**src/cspl_params.svh**
```systemverilog
// Offsets, field positions, reset values and counts of the second-stage path and input monitor.
`ifndef CSPL_PARAMS_SVH
`define CSPL_PARAMS_SVH

// ==========================================================================
// Register offsets
`define CSPL_ADDR_CTRL 8'h00
`define CSPL_ADDR_INTDIV 8'h04
`define CSPL_ADDR_FRACINT 8'h08
`define CSPL_ADDR_FRACFRAC 8'h0C
`define CSPL_ADDR_LOSCFG 8'h10
`define CSPL_ADDR_STATUS 8'h14
`define CSPL_ADDR_MASK 8'h18

// ==========================================================================
// Field positions
`define CSPL_CTRL_BYPASS 0
`define CSPL_CTRL_DOUBLER 1
`define CSPL_CTRL_FEED 2
`define CSPL_CTRL_PREDIV_LSB 8
`define CSPL_CTRL_FBDIV_LSB 16
`define CSPL_LOSCFG_MON1_LSB 8
`define CSPL_LOSCFG_REVAL_LSB 16
`define CSPL_STATUS_LATCHED_LSB 4
`define CSPL_STATUS_VCO_OK 8

// ==========================================================================
// Reset values and limits
`define CSPL_RST_PREDIV 6'h01
`define CSPL_RST_FBDIV 9'h00A
`define CSPL_RST_INTDIV 8'h14
`define CSPL_RST_FRACINT 4'h7
`define CSPL_RST_MONDIV 5'h05
`define CSPL_RST_REVAL 8'h08
`define CSPL_FBDIV_MIN 9'h008
`define CSPL_FRACINT_MAX 4'hE
`define CSPL_MISS_LIMIT 2'h3
`define CSPL_VCO_TARGET_KHZ 48'h0000_0026_25A0

`endif

```
**src/cspl_pkg.sv**
```systemverilog
// Types shared by the second-stage path controller and its input monitors.
`default_nettype none
package cspl_pkg;
  typedef logic [7:0] cspl_intdiv_t;
  typedef logic [4:0] cspl_mondiv_t;
  typedef logic [7:0] cspl_reval_t;
  typedef logic [1:0] cspl_miss_t;
endpackage : cspl_pkg
`default_nettype wire

```
**src/cspl_los_mon.sv**
```systemverilog
// Loss-of-signal detector for one reference input.
`timescale 1ns/100ps
`default_nettype none
`include "cspl_params.svh"

module cspl_los_mon
(
  input wire logic clk_sys_in,
  input wire logic rst_in,
  input wire logic enable_in,
  input wire logic vcxo_edge_in,
  input wire logic ref_level_in,
  input wire logic diff_zero_in,
  input wire cspl_pkg::cspl_mondiv_t mon_div_in,
  input wire cspl_pkg::cspl_reval_t reval_in,
  output logic lost_out,
  output logic lost_set_out
);

  // ==========================================================================
  // Window timing
  logic ref_prev_q;
  logic ref_edge;
  cspl_pkg::cspl_mondiv_t win_cnt_q;
  logic window_end;
  logic seen_q;
  logic period_ok;
  cspl_pkg::cspl_miss_t miss_q;
  cspl_pkg::cspl_reval_t good_q;
  logic lost_q;
  logic miss_fault;
  logic declare;

  // Only rising edges count, so a fast input never looks like a fault.
  assign ref_edge = ref_level_in & ~ref_prev_q; // RULE_15
  assign window_end = vcxo_edge_in && (5'(win_cnt_q + 5'h01) >= mon_div_in); // RULE_09
  assign period_ok = seen_q | ref_edge;
  assign miss_fault = window_end && !period_ok && (2'(miss_q + 2'h1) == `CSPL_MISS_LIMIT); // RULE_10
  assign declare = enable_in && (miss_fault || diff_zero_in); // RULE_11

  // Tracking the pin through reset keeps an input that is high at release from looking like a fresh edge.
  always_ff @(posedge clk_sys_in)
  begin
    ref_prev_q <= ref_level_in;
  end

  always_ff @(posedge clk_sys_in)
  begin
    if (rst_in || !enable_in)
      win_cnt_q <= 5'h00;
    else if (window_end)
      win_cnt_q <= 5'h00;
    else if (vcxo_edge_in)
      win_cnt_q <= 5'(win_cnt_q + 5'h01);
  end

  always_ff @(posedge clk_sys_in)
  begin
    if (rst_in || !enable_in)
      seen_q <= 1'b0;
    else
      // An edge in the closing cycle counts for that window only, so it cannot cover the next one.
      seen_q <= ~window_end & (seen_q | ref_edge); // RULE_10
  end

  // ==========================================================================
  // Missing-edge count
  always_ff @(posedge clk_sys_in)
  begin
    if (rst_in || !enable_in)
      miss_q <= 2'h0;
    else if (ref_edge)
      miss_q <= 2'h0; // RULE_18
    else if (window_end && !seen_q && miss_q != `CSPL_MISS_LIMIT)
      miss_q <= 2'(miss_q + 2'h1);
  end

  // ==========================================================================
  // Loss state and re-validation
  always_ff @(posedge clk_sys_in)
  begin
    if (rst_in || !enable_in)
    begin
      lost_q <= 1'b0; // RULE_14
      good_q <= 8'h00;
    end
    else if (declare)
    begin
      lost_q <= 1'b1;
      good_q <= 8'h00;
    end
    else if (lost_q && window_end)
    begin
      if (!period_ok)
        good_q <= 8'h00;
      else if (8'(good_q + 8'h01) >= reval_in)
      begin
        lost_q <= 1'b0; // RULE_16
        good_q <= 8'h00;
      end
      else
        good_q <= 8'(good_q + 8'h01);
    end
  end

  assign lost_out = lost_q;
  assign lost_set_out = declare & ~lost_q;

  // ==========================================================================
  // Checks
  a_miss_declares: assert property (@(posedge clk_sys_in) disable iff (rst_in) // RULE_10
    (enable_in && miss_q == 2'h2 && window_end && !seen_q && !ref_edge) |=> lost_q)
    else $error("third missing edge did not declare loss");
  a_bypass_quiet: assert property (@(posedge clk_sys_in) disable iff (rst_in) // RULE_14
    !enable_in |=> !lost_q)
    else $error("loss flagged while monitor disabled");
  a_diff_zero: assert property (@(posedge clk_sys_in) disable iff (rst_in) // RULE_11
    (enable_in && diff_zero_in) |=> lost_q)
    else $error("zero differential input not flagged");
  a_edge_restart: assert property (@(posedge clk_sys_in) disable iff (rst_in) // RULE_18
    (enable_in && ref_edge) |=> miss_q == 2'h0)
    else $error("input edge did not restart miss count");
  a_reval_needs_edge: assert property (@(posedge clk_sys_in) disable iff (rst_in) // RULE_16
    (lost_q && enable_in && !period_ok) |=> lost_q)
    else $error("loss cleared without a returned period");
  c_loss_seen: cover property (@(posedge clk_sys_in) disable iff (rst_in) $rose(lost_q));
  c_reval_seen: cover property (@(posedge clk_sys_in) disable iff (rst_in) $fell(lost_q) && enable_in);

endmodule : cspl_los_mon

`default_nettype wire

```
**src/cspl_top.sv**
```systemverilog
// Second-stage PLL path configuration, output channel dividers and reference loss monitoring.
// Notes on behaviour
// (RULE_01) Unbypassed: second stage aims at 2500MHz VCO.
// (RULE_02) Doubler off: reference divided by pre-divider.
// (RULE_03) Doubler on: reference doubled, pre-divider ignored.
// (RULE_04) Feed select picks second stage or first.
// (RULE_05) Five channels: four integer, one fractional.
// (RULE_06) Integer dividers 1 to 160, supported set.
// (RULE_07) Fractional divider integer part at most 14.
// (RULE_08) One loss detector per reference input.
// (RULE_09) Detectors compare against divided VCXO clock.
// (RULE_10) Three missing edges declare input lost.
// (RULE_11) Zero differential voltage also declares loss.
// (RULE_12) Software sets monitor divider to match input.
// (RULE_13) Live and sticky flags, active-low interrupt.
// (RULE_14) Detection runs only when first stage active.
// (RULE_15) Only missing edges count, not frequency.
// (RULE_16) Re-validate after configured count of periods.
// (RULE_17) Bypassed: input clock is second-stage reference.
// (RULE_18) Input edge restarts the miss counter.
// (RULE_19) Sticky flag holds until software clears it.
`timescale 1ns/100ps
`default_nettype none
`include "cspl_params.svh"

module cspl_top
#(
  parameter logic [31:0] VCXO_KHZ = 32'd125000,
  parameter int NUM_INPUTS = 2,
  parameter int NUM_INT_CH = 4
)
(
  input wire logic clk_sys_in,
  input wire logic rst_in,
  input wire logic [7:0] reg_addr_in,
  input wire logic [31:0] reg_wdata_in,
  input wire logic reg_wr_in,
  input wire logic reg_rd_in,
  output logic [31:0] reg_rdata_out,
  input wire logic vcxo_div_in,
  input wire logic [1:0] ref_clk_in,
  input wire logic [1:0] diff_zero_in,
  output logic first_stage_bypass_out,
  output logic pll2_ref_from_input_out,
  output logic ref_doubler_on_out,
  output logic [5:0] pll2_ref_div_out,
  output logic [8:0] second_stage_fb_div_out,
  output logic divider_feed_select_out,
  output logic manual_select_required_out,
  output logic vco_config_ok_out,
  output logic [31:0] integer_channel_div_out,
  output logic [3:0] fractional_channel_int_out,
  output logic [23:0] fractional_channel_frac_out,
  output logic [1:0] loss_live_flag_out,
  output logic [1:0] loss_latched_flag_out,
  output logic irq_out_low
);

  // ==========================================================================
  // Elaboration checks
  if (NUM_INPUTS != 2)
  begin : g_bad_inputs
    $error("the monitor and status layout serve exactly two inputs");
  end
  if (NUM_INT_CH != 4)
  begin : g_bad_channels
    $error("the integer divider register holds exactly four channels");
  end
  if (VCXO_KHZ == 32'd0)
  begin : g_bad_vcxo
    $error("VCXO frequency must be non-zero");
  end

  // ==========================================================================
  // Helpers
  function automatic logic intdiv_supported(input cspl_pkg::cspl_intdiv_t div);
    unique case (div)
      8'h01, 8'h02, 8'h03, 8'h04, 8'h05, 8'h08, 8'h0A, 8'h10, 8'h14, 8'h1E,
      8'h20, 8'h28, 8'h32, 8'h3C, 8'h40, 8'h50, 8'h64, 8'h78, 8'h80, 8'hA0:
        intdiv_supported = 1'b1;
      default:
        intdiv_supported = 1'b0;
    endcase
  endfunction : intdiv_supported

  function automatic logic is_write(input logic [7:0] addr, input logic [7:0] target, input logic wr);
    is_write = wr && (addr == target);
  endfunction : is_write

  // ==========================================================================
  // Configuration registers
  logic bypass_q;
  logic doubler_q;
  logic feed_q;
  logic [5:0] prediv_q;
  logic [8:0] fbdiv_q;
  cspl_pkg::cspl_intdiv_t intdiv_q [NUM_INT_CH];
  logic [3:0] fracint_q;
  logic [23:0] fracfrac_q;
  cspl_pkg::cspl_mondiv_t mondiv_q [NUM_INPUTS];
  cspl_pkg::cspl_reval_t reval_q;
  logic [1:0] mask_q;
  logic [1:0] latched_q;
  logic [31:0] rdata_q;
  logic wr_ctrl;
  logic wr_status;
  logic [5:0] wr_prediv;
  logic [8:0] wr_fbdiv;

  assign wr_ctrl = is_write(reg_addr_in, `CSPL_ADDR_CTRL, reg_wr_in);
  assign wr_status = is_write(reg_addr_in, `CSPL_ADDR_STATUS, reg_wr_in);
  assign wr_prediv = reg_wdata_in[`CSPL_CTRL_PREDIV_LSB +: 6];
  assign wr_fbdiv = reg_wdata_in[`CSPL_CTRL_FBDIV_LSB +: 9];

  always_ff @(posedge clk_sys_in)
  begin
    if (rst_in)
    begin
      bypass_q <= 1'b0;
      doubler_q <= 1'b1;
      feed_q <= 1'b0;
    end
    else if (wr_ctrl)
    begin
      bypass_q <= reg_wdata_in[`CSPL_CTRL_BYPASS];
      doubler_q <= reg_wdata_in[`CSPL_CTRL_DOUBLER];
      feed_q <= reg_wdata_in[`CSPL_CTRL_FEED];
    end
  end

  // A zero pre-divider or a feedback divider under its minimum would stall the loop, so such a field keeps its value.
  always_ff @(posedge clk_sys_in)
  begin
    if (rst_in)
    begin
      prediv_q <= `CSPL_RST_PREDIV;
      fbdiv_q <= `CSPL_RST_FBDIV;
    end
    else if (wr_ctrl)
    begin
      if (wr_prediv != 6'h00)
        prediv_q <= wr_prediv;
      if (wr_fbdiv >= `CSPL_FBDIV_MIN)
        fbdiv_q <= wr_fbdiv;
    end
  end

  // An unsupported ratio in one byte lane leaves that channel alone; the other lanes still update.
  always_ff @(posedge clk_sys_in)
  begin
    if (rst_in)
    begin
      for (int i = 0; i < NUM_INT_CH; i++)
        intdiv_q[i] <= `CSPL_RST_INTDIV;
    end
    else if (is_write(reg_addr_in, `CSPL_ADDR_INTDIV, reg_wr_in))
    begin
      for (int i = 0; i < NUM_INT_CH; i++)
        if (intdiv_supported(reg_wdata_in[8*i +: 8]))
          intdiv_q[i] <= reg_wdata_in[8*i +: 8]; // RULE_06
    end
  end

  always_ff @(posedge clk_sys_in)
  begin
    if (rst_in)
      fracint_q <= `CSPL_RST_FRACINT;
    else if (is_write(reg_addr_in, `CSPL_ADDR_FRACINT, reg_wr_in) && reg_wdata_in[3:0] <= `CSPL_FRACINT_MAX
             && reg_wdata_in[31:4] == 28'h0)
      fracint_q <= reg_wdata_in[3:0]; // RULE_07
  end

  always_ff @(posedge clk_sys_in)
  begin
    if (rst_in)
      fracfrac_q <= 24'h000000;
    else if (is_write(reg_addr_in, `CSPL_ADDR_FRACFRAC, reg_wr_in))
      fracfrac_q <= reg_wdata_in[23:0];
  end

  always_ff @(posedge clk_sys_in)
  begin
    if (rst_in)
    begin
      mondiv_q[0] <= `CSPL_RST_MONDIV;
      mondiv_q[1] <= `CSPL_RST_MONDIV;
      reval_q <= `CSPL_RST_REVAL;
    end
    else if (is_write(reg_addr_in, `CSPL_ADDR_LOSCFG, reg_wr_in))
    begin
      mondiv_q[0] <= reg_wdata_in[4:0]; // RULE_12
      mondiv_q[1] <= reg_wdata_in[`CSPL_LOSCFG_MON1_LSB +: 5];
      reval_q <= reg_wdata_in[`CSPL_LOSCFG_REVAL_LSB +: 8];
    end
  end

  always_ff @(posedge clk_sys_in)
  begin
    if (rst_in)
      mask_q <= 2'h0;
    else if (is_write(reg_addr_in, `CSPL_ADDR_MASK, reg_wr_in))
      mask_q <= reg_wdata_in[1:0];
  end

  // ==========================================================================
  // Second-stage reference path
  logic [47:0] vco_lhs;
  logic [47:0] vco_rhs;

  assign pll2_ref_from_input_out = bypass_q; // RULE_17
  assign manual_select_required_out = bypass_q; // RULE_17
  assign pll2_ref_div_out = doubler_q ? 6'h01 : prediv_q; // RULE_02 RULE_03
  assign divider_feed_select_out = feed_q; // RULE_04

  // The VCO lands on target when ref * mult * fb / div equals 2500MHz; cross-multiplied to avoid a divider.
  always_comb
  begin
    vco_lhs = 48'(VCXO_KHZ) * 48'(fbdiv_q);
    vco_rhs = `CSPL_VCO_TARGET_KHZ * 48'(pll2_ref_div_out);
    if (doubler_q)
      vco_lhs = 48'(vco_lhs << 1);
  end

  // ==========================================================================
  // Loss-of-signal monitoring
  logic vcxo_prev_q;
  logic vcxo_edge;
  wire logic [1:0] lost;
  wire logic [1:0] lost_set;

  always_ff @(posedge clk_sys_in)
  begin
    if (rst_in)
      vcxo_prev_q <= 1'b0;
    else
      vcxo_prev_q <= vcxo_div_in;
  end

  assign vcxo_edge = vcxo_div_in & ~vcxo_prev_q; // RULE_09

  for (genvar g = 0; g < NUM_INPUTS; g++)
  begin : g_mon
    cspl_los_mon u_mon // RULE_08
    (
      .clk_sys_in(clk_sys_in),
      .rst_in(rst_in),
      .enable_in(~bypass_q),
      .vcxo_edge_in(vcxo_edge),
      .ref_level_in(ref_clk_in[g]),
      .diff_zero_in(diff_zero_in[g]),
      .mon_div_in(mondiv_q[g]),
      .reval_in(reval_q),
      .lost_out(lost[g]),
      .lost_set_out(lost_set[g])
    );
  end

  // Write one to clear; a loss arriving in the same cycle as the clear keeps the flag set.
  always_ff @(posedge clk_sys_in)
  begin
    if (rst_in)
      latched_q <= 2'h0;
    else if (wr_status)
      latched_q <= (latched_q & ~reg_wdata_in[`CSPL_STATUS_LATCHED_LSB +: 2]) | lost_set; // RULE_19
    else
      latched_q <= latched_q | lost_set; // RULE_13
  end

  // ==========================================================================
  // Read port
  always_ff @(posedge clk_sys_in)
  begin
    if (rst_in || !reg_rd_in)
      rdata_q <= 32'h0000_0000;
    else
    begin
      unique case (reg_addr_in)
        `CSPL_ADDR_CTRL:
          rdata_q <= {7'h00, fbdiv_q, 2'h0, prediv_q, 5'h00, feed_q, doubler_q, bypass_q};
        `CSPL_ADDR_INTDIV:
          rdata_q <= {intdiv_q[3], intdiv_q[2], intdiv_q[1], intdiv_q[0]};
        `CSPL_ADDR_FRACINT:
          rdata_q <= {28'h0, fracint_q};
        `CSPL_ADDR_FRACFRAC:
          rdata_q <= {8'h00, fracfrac_q};
        `CSPL_ADDR_LOSCFG:
          rdata_q <= {8'h00, reval_q, 3'h0, mondiv_q[1], 3'h0, mondiv_q[0]};
        `CSPL_ADDR_STATUS:
          rdata_q <= {23'h0, vco_config_ok_out, 2'h0, latched_q, 2'h0, lost};
        `CSPL_ADDR_MASK:
          rdata_q <= {30'h0, mask_q};
        default:
          rdata_q <= 32'h0000_0000;
      endcase
    end
  end

  // ==========================================================================
  // Outputs
  assign reg_rdata_out = rdata_q;
  assign first_stage_bypass_out = bypass_q;
  assign ref_doubler_on_out = doubler_q;
  assign second_stage_fb_div_out = fbdiv_q;
  assign vco_config_ok_out = !bypass_q && (vco_lhs == vco_rhs); // RULE_01
  assign integer_channel_div_out = {intdiv_q[3], intdiv_q[2], intdiv_q[1], intdiv_q[0]}; // RULE_05
  assign fractional_channel_int_out = fracint_q;
  assign fractional_channel_frac_out = fracfrac_q;
  assign loss_live_flag_out = lost; // RULE_13
  assign loss_latched_flag_out = latched_q;
  assign irq_out_low = ~|(latched_q & mask_q); // RULE_13

  // ==========================================================================
  // Checks
  a_sticky_holds: assert property (@(posedge clk_sys_in) disable iff (rst_in) // RULE_19
    (latched_q[0] && !(wr_status && reg_wdata_in[`CSPL_STATUS_LATCHED_LSB])) |=> latched_q[0])
    else $error("sticky loss flag dropped without a clear");
  a_sticky_sets: assert property (@(posedge clk_sys_in) disable iff (rst_in) // RULE_13
    $rose(lost[1]) |-> latched_q[1] && !(irq_out_low && mask_q[1]))
    else $error("loss did not latch or raise the interrupt");
  a_doubler_skip: assert property (@(posedge clk_sys_in) disable iff (rst_in) // RULE_03
    (wr_ctrl && reg_wdata_in[`CSPL_CTRL_DOUBLER]) |=> pll2_ref_div_out == 6'h01)
    else $error("pre-divider applied with doubler on");
  a_prediv_used: assert property (@(posedge clk_sys_in) disable iff (rst_in) // RULE_02
    (wr_ctrl && !reg_wdata_in[`CSPL_CTRL_DOUBLER] && wr_prediv != 6'h00) |=> pll2_ref_div_out == $past(wr_prediv))
    else $error("pre-divider not applied with doubler off");
  a_feed_follow: assert property (@(posedge clk_sys_in) disable iff (rst_in) // RULE_04
    wr_ctrl |=> divider_feed_select_out == $past(reg_wdata_in[`CSPL_CTRL_FEED]))
    else $error("divider feed select did not follow write");
  a_intdiv_legal: assert property (@(posedge clk_sys_in) disable iff (rst_in) // RULE_06
    intdiv_supported(intdiv_q[0]) && intdiv_supported(intdiv_q[1]) && intdiv_supported(intdiv_q[2])
    && intdiv_supported(intdiv_q[3]))
    else $error("integer channel holds unsupported ratio");
  a_frac_limit: assert property (@(posedge clk_sys_in) disable iff (rst_in) // RULE_07
    fracint_q <= `CSPL_FRACINT_MAX)
    else $error("fractional integer part above limit");
  a_bypass_ref: assert property (@(posedge clk_sys_in) disable iff (rst_in) // RULE_17
    (wr_ctrl && reg_wdata_in[`CSPL_CTRL_BYPASS]) |=> ##1 (pll2_ref_from_input_out && lost == 2'h0))
    else $error("bypass did not select input reference or quiet monitors");
  c_vco_ok: cover property (@(posedge clk_sys_in) disable iff (rst_in) vco_config_ok_out);
  c_irq_low: cover property (@(posedge clk_sys_in) disable iff (rst_in) $fell(irq_out_low));
  c_clear_race: cover property (@(posedge clk_sys_in) disable iff (rst_in) wr_status && |lost_set);

endmodule : cspl_top

`default_nettype wire

```
**config.mk**
```make
export PLATFORM = sky130hd
export DESIGN_NAME = cspl_top
export DESIGN_NICKNAME = d
export VERILOG_FILES = /design/src/cspl_pkg.sv /design/src/cspl_los_mon.sv /design/src/cspl_top.sv
export VERILOG_INCLUDE_DIRS = /design/src /design/src/src
export SDC_FILE = /design/constraint.sdc
export NUM_CORES = 1
export LEC_CHECK = 0
export ABC_AREA = 1
export BUFFER_PORTS_ARGS = -buffer_cell sky130_fd_sc_hd__buf_2
export CAP_MARGIN = 0
export CORE_ASPECT_RATIO = 0.5
export CORE_UTILIZATION = 55
export CTS_BUF_LIST = sky130_fd_sc_hd__clkbuf_8
export DETAILED_ROUTE_END_ITERATION = 7
export GPL_ROUTABILITY_DRIVEN = 1
export PLACE_DENSITY_LB_ADDON = 0.05
export SYNTH_ARGS = -nofsm -noshare
export SYNTH_HDL_FRONTEND = slang
export SYNTH_SLANG_ARGS = --single-unit
```
**constraint.sdc**
```tcl
create_clock -name clk_sys_in -period 4.4 [get_ports clk_sys_in]
set_clock_uncertainty 0.05 [all_clocks]
set_input_delay 0.66 -clock clk_sys_in [delete_from_list [all_inputs] [get_ports clk_sys_in]]
set_output_delay 0.66 -clock clk_sys_in [all_outputs]
set_load 0.03 [all_outputs]
```
==> reports/qor.txt <==
Register area share after synthesis = 30.2%
CP Max Fanout = 4
TNS Setup = -0.875 ns
Fraction of layout cells with a size suffix above 1 = 20.9%
Yosys reg bits = 169
RSZ-0062 raised after global routing = yes
Clock transition at path regs = 0.09 ns
Total Wirelength = 38300 um
CTS Sinks = 169
Worst hold slack = 0.251 ns
Final hold violations = 0
Post-DRT Antenna Nets = 0
Crit path capture = vco_config_ok_out
FF-to-FF Start = second_stage_fb_div_out[1]
# setup viols final = 1
MaxCap Viol Count = 0
I/O Buffers = 166
Cell area after synthesis = 12600 sq um
Die Width = 216 um
R2R setup slack = 0.02 ns
WP depth = 24
Critical path class = reg -> out
Antenna violations before repair = 0
Vias in the first global route = 12.0k
Final setup margin = -0.875 ns
Avg Cell Area, Syn = 7.22 sq um
Final worst-path cycle share = 120%
CORE AREA = 22100 sq um
CTS root buffer = clkbuf_8
Violated checks = negative setup slack
GR Overflow Total = 0
Yosys warning count = 0
Worst Hold Path Cells = 1
Vias = 12.7k
Initial core utilization = 57.1%
WP buf/inv = 7
Syn Inst Count = 1745
Detailed placement HPWL = 30100 um
Asr flop ratio synth = 0%
Leakage = 7.57 nW
Layout filler cell count = 1896
Ports = 167
DR pass1 iterations = 8
Std cell rows = 38
DR vias/cell = 5.54
Crit path top cell by count = inv_2
CP Launch Point = second_stage_fb_div_out[1]
Clk buf depth = 2
Slowest CP cell = fa_2
WL/cell = 16.7 um
# nets final = 2195
Cell variety after synth = 52
Die ar. = 23600 sq um
Worst path arrival time = 4.56 ns
Fin util = 68.9%
GRT Overall Usage = 32.2%
Hold-fix buffers, CTS = 0
Pre-CTS WS = -0.479 ns
Worst Reg2Reg Path Length in Cells = 25
Critical path required time = 3.69 ns
Antenna cells = 0
First-pass GRT wire length = 59800 um
Largest net degree at the start of global routing = 50
Peak supply drop = 0.207 mV
Delay-heaviest family, CP = adder cells
End of the worst register-to-register path = reg_rdata_out[8]
Worst-margin pin slew = 0.822 ns
CP max stage delay = 0.57 ns
CTS HTree Levels = 4
Pwr per Cell Area = 200 nW/um^2
Final Slew Violations = 0
Rel. slew slack = 45.1%
TritonCTS Buffers = 17
Die H = 109 um
Hold Path Class = in -> reg
DRT iter0 DRCs = 1257
Post-synth EDFFs = 42
Worst skew pair latency = 0.47 ns
Startpoint Class = flip-flop
Ys flop type = dfxtp_1
Syn-to-layout area delta = 20.6%
Max Freq = 190 MHz
Crit path cell chain = inv_4 -> fa_2 -> inv_2 -> ha_4 -> inv_2 -> fa_2 -> inv_2 -> fa_2 -> ha_4 -> nand2_4 -> inv_2 -> a21oi_4 -> nand2_4 -> nand2_4 -> nand2_2 -> nand2_2 -> nand3_2 -> nand3_2 -> nand2_2 -> inv_2 -> nand3_2 -> nor2_2 -> and3_4 -> buf_6
TritonCTS clock tree = built
Final min period = 5.27 ns
Tot Pwr = 0.00304 W
Status = finished, violations left
Mapped Nets = 1962
DRC viols = 0
Final GP Congestion = 0.968
Critical Path End Type = output pin
-- how the worst min path moves through the flow --
stage	end	slack, ns	start
after floorplan	prediv_q[4]	0.39	prediv_q[4]
after global placement	prediv_q[4]	0.41	prediv_q[4]
after detailed placement	prediv_q[5]	0.41	prediv_q[5]
after CTS	g_mon[0].u_mon.ref_prev_q	0.24	ref_clk_in[0]
after global routing	g_mon[0].u_mon.ref_prev_q	0.24	ref_clk_in[0]
final	g_mon[0].u_mon.ref_prev_q	0.25	ref_clk_in[0]
-- power by group --
part	switching, W	total [W]	internal [W]	leakage (nW)
Combinational	0.000250	0.000367	0.000117	5.94
Sequential	0.0000239	0.00164	0.00162	1.44
Clock	0.000578	0.00103	0.000453	0.185
-- worst register-to-register path: stages, from the launching register on --
cell     delay, ns
dfxtp_4       0.37
inv_4         0.04
fa_2          0.57
inv_2         0.05
ha_4          0.26
inv_2         0.03
fa_2          0.52
inv_2         0.04
fa_2          0.54
ha_4          0.23
nand2_4       0.10
inv_2         0.05
a21oi_4       0.17
nand2_4       0.11
nand2_4       0.10
nand2_2       0.06
nand2_2       0.07
nand3_2       0.07
nand3_2       0.10
nand2_2       0.05
inv_2         0.05
nand3_2       0.07
nor2_2        0.14
buf_4         0.12
nand4_1       0.17
a21oi_1       0.17
-- timing repair --
action / 4_1_cts / 5_1_grt
resized for setup: 22 / 56
pin swaps: 22 / 37
setup buffers: 4 / 5
endpoints found under the setup margin: 2 / 2
-- cell families after synthesis --
kind of cell,count (synthesis),synth area share [%]
DFF,169,30.2
AOI/OAI and AO/OA,277,13.0
adders and majority gates,168,18.5
xor gates and xnor gates,28,1.95
and+or+nand+nor,760,25.7
buffers and inverters,343,10.6
-- Yosys cell counts, types with 7 or more instances --
cell type / number / area share (%)
fa_1: 31 / 4.9
clkbuf_1: 9 / 0.27
o21ai_1: 10 / 0.40
nand2_1: 395 / 12
o21bai_1: 7 / 0.42
nand4_1: 20 / 0.99
o211ai_1: 10 / 0.60
inv_1: 300 / 8.9
dfxtp_1: 127 / 20
buf_2: 13 / 0.52
o22ai_1: 22 / 1.1
buf_4: 7 / 0.42
xnor2_1: 7 / 0.49
a221oi_1: 16 / 1.1
xor2_1: 21 / 1.5
inv_2: 7 / 0.21
a21oi_1: 113 / 4.5
o21ai_0: 61 / 2.4
ha_1: 137 / 14
nor2_1: 161 / 4.8
nand3b_1: 16 / 0.95
nor3_1: 21 / 0.83
a22oi_1: 12 / 0.71
edfxtp_1: 42 / 10
nand3_1: 125 / 5.0
-- area by class of cell --
class / instances / area [sq um] / share of cell area [%]
clock buffer: 18 / 248 / 1.63
clock inverter: 14 / 110 / 0.724
inverter: 310 / 1170 / 7.69
multi-input combinational: 1233 / 8010 / 52.7
sequential: 169 / 3840 / 25.3
tap: 300 / 375 / 2.47
timing repair buffer: 247 / 1450 / 9.55
-- metal layers --
metal  vias up  track usage, %  wire, um
met3        55            4.71      2700
met5         -               0         0
met1      5924            42.9     17200
li1       6206               -         -
met4         0            8.25       681
met2       496            55.0     17800
-- per-stage QoR --
| stage | std cells | area (sq um) |
|---|---|---|
| after floorplan | 1745 | 12900 |
| after global placement | 2253 | 14500 |
| after detailed placement | 2253 | 14500 |
| after CTS | 2289 | 15000 |
| after global routing | 2291 | 15200 |
| final | 2291 | 15200 |
-- state kept, by name, indices dropped and copies added, names as in the netlist, 4 cells and up --
signal / flops
reval_q: 8
prediv_q: 6
g_mon.u_mon.win_cnt_q: 10
g_mon.u_mon.good_q: 16
mondiv_q: 10
second_stage_fb_div_out: 9
fractional_channel_frac_out: 24
g_mon.u_mon.miss_q: 4
reg_rdata_out: 32
intdiv_q: 32
fractional_channel_int_out: 4
-- layout by cell type, fill, tap and decap left out, types with 21 or more instances in the layout --
cell type / instances
nand2_1: 365
inv_1: 287
buf_2: 165
nor2_1: 148
ha_1: 118
dfxtp_1: 117
nand3_1: 111
a21oi_1: 106
buf_4: 79
o21ai_0: 60
edfxtp_1: 42
nand2_2: 26
fa_1: 26
inv_2: 22
o22ai_1: 22
xor2_1: 21
Power figures use the tool's default switching activity.
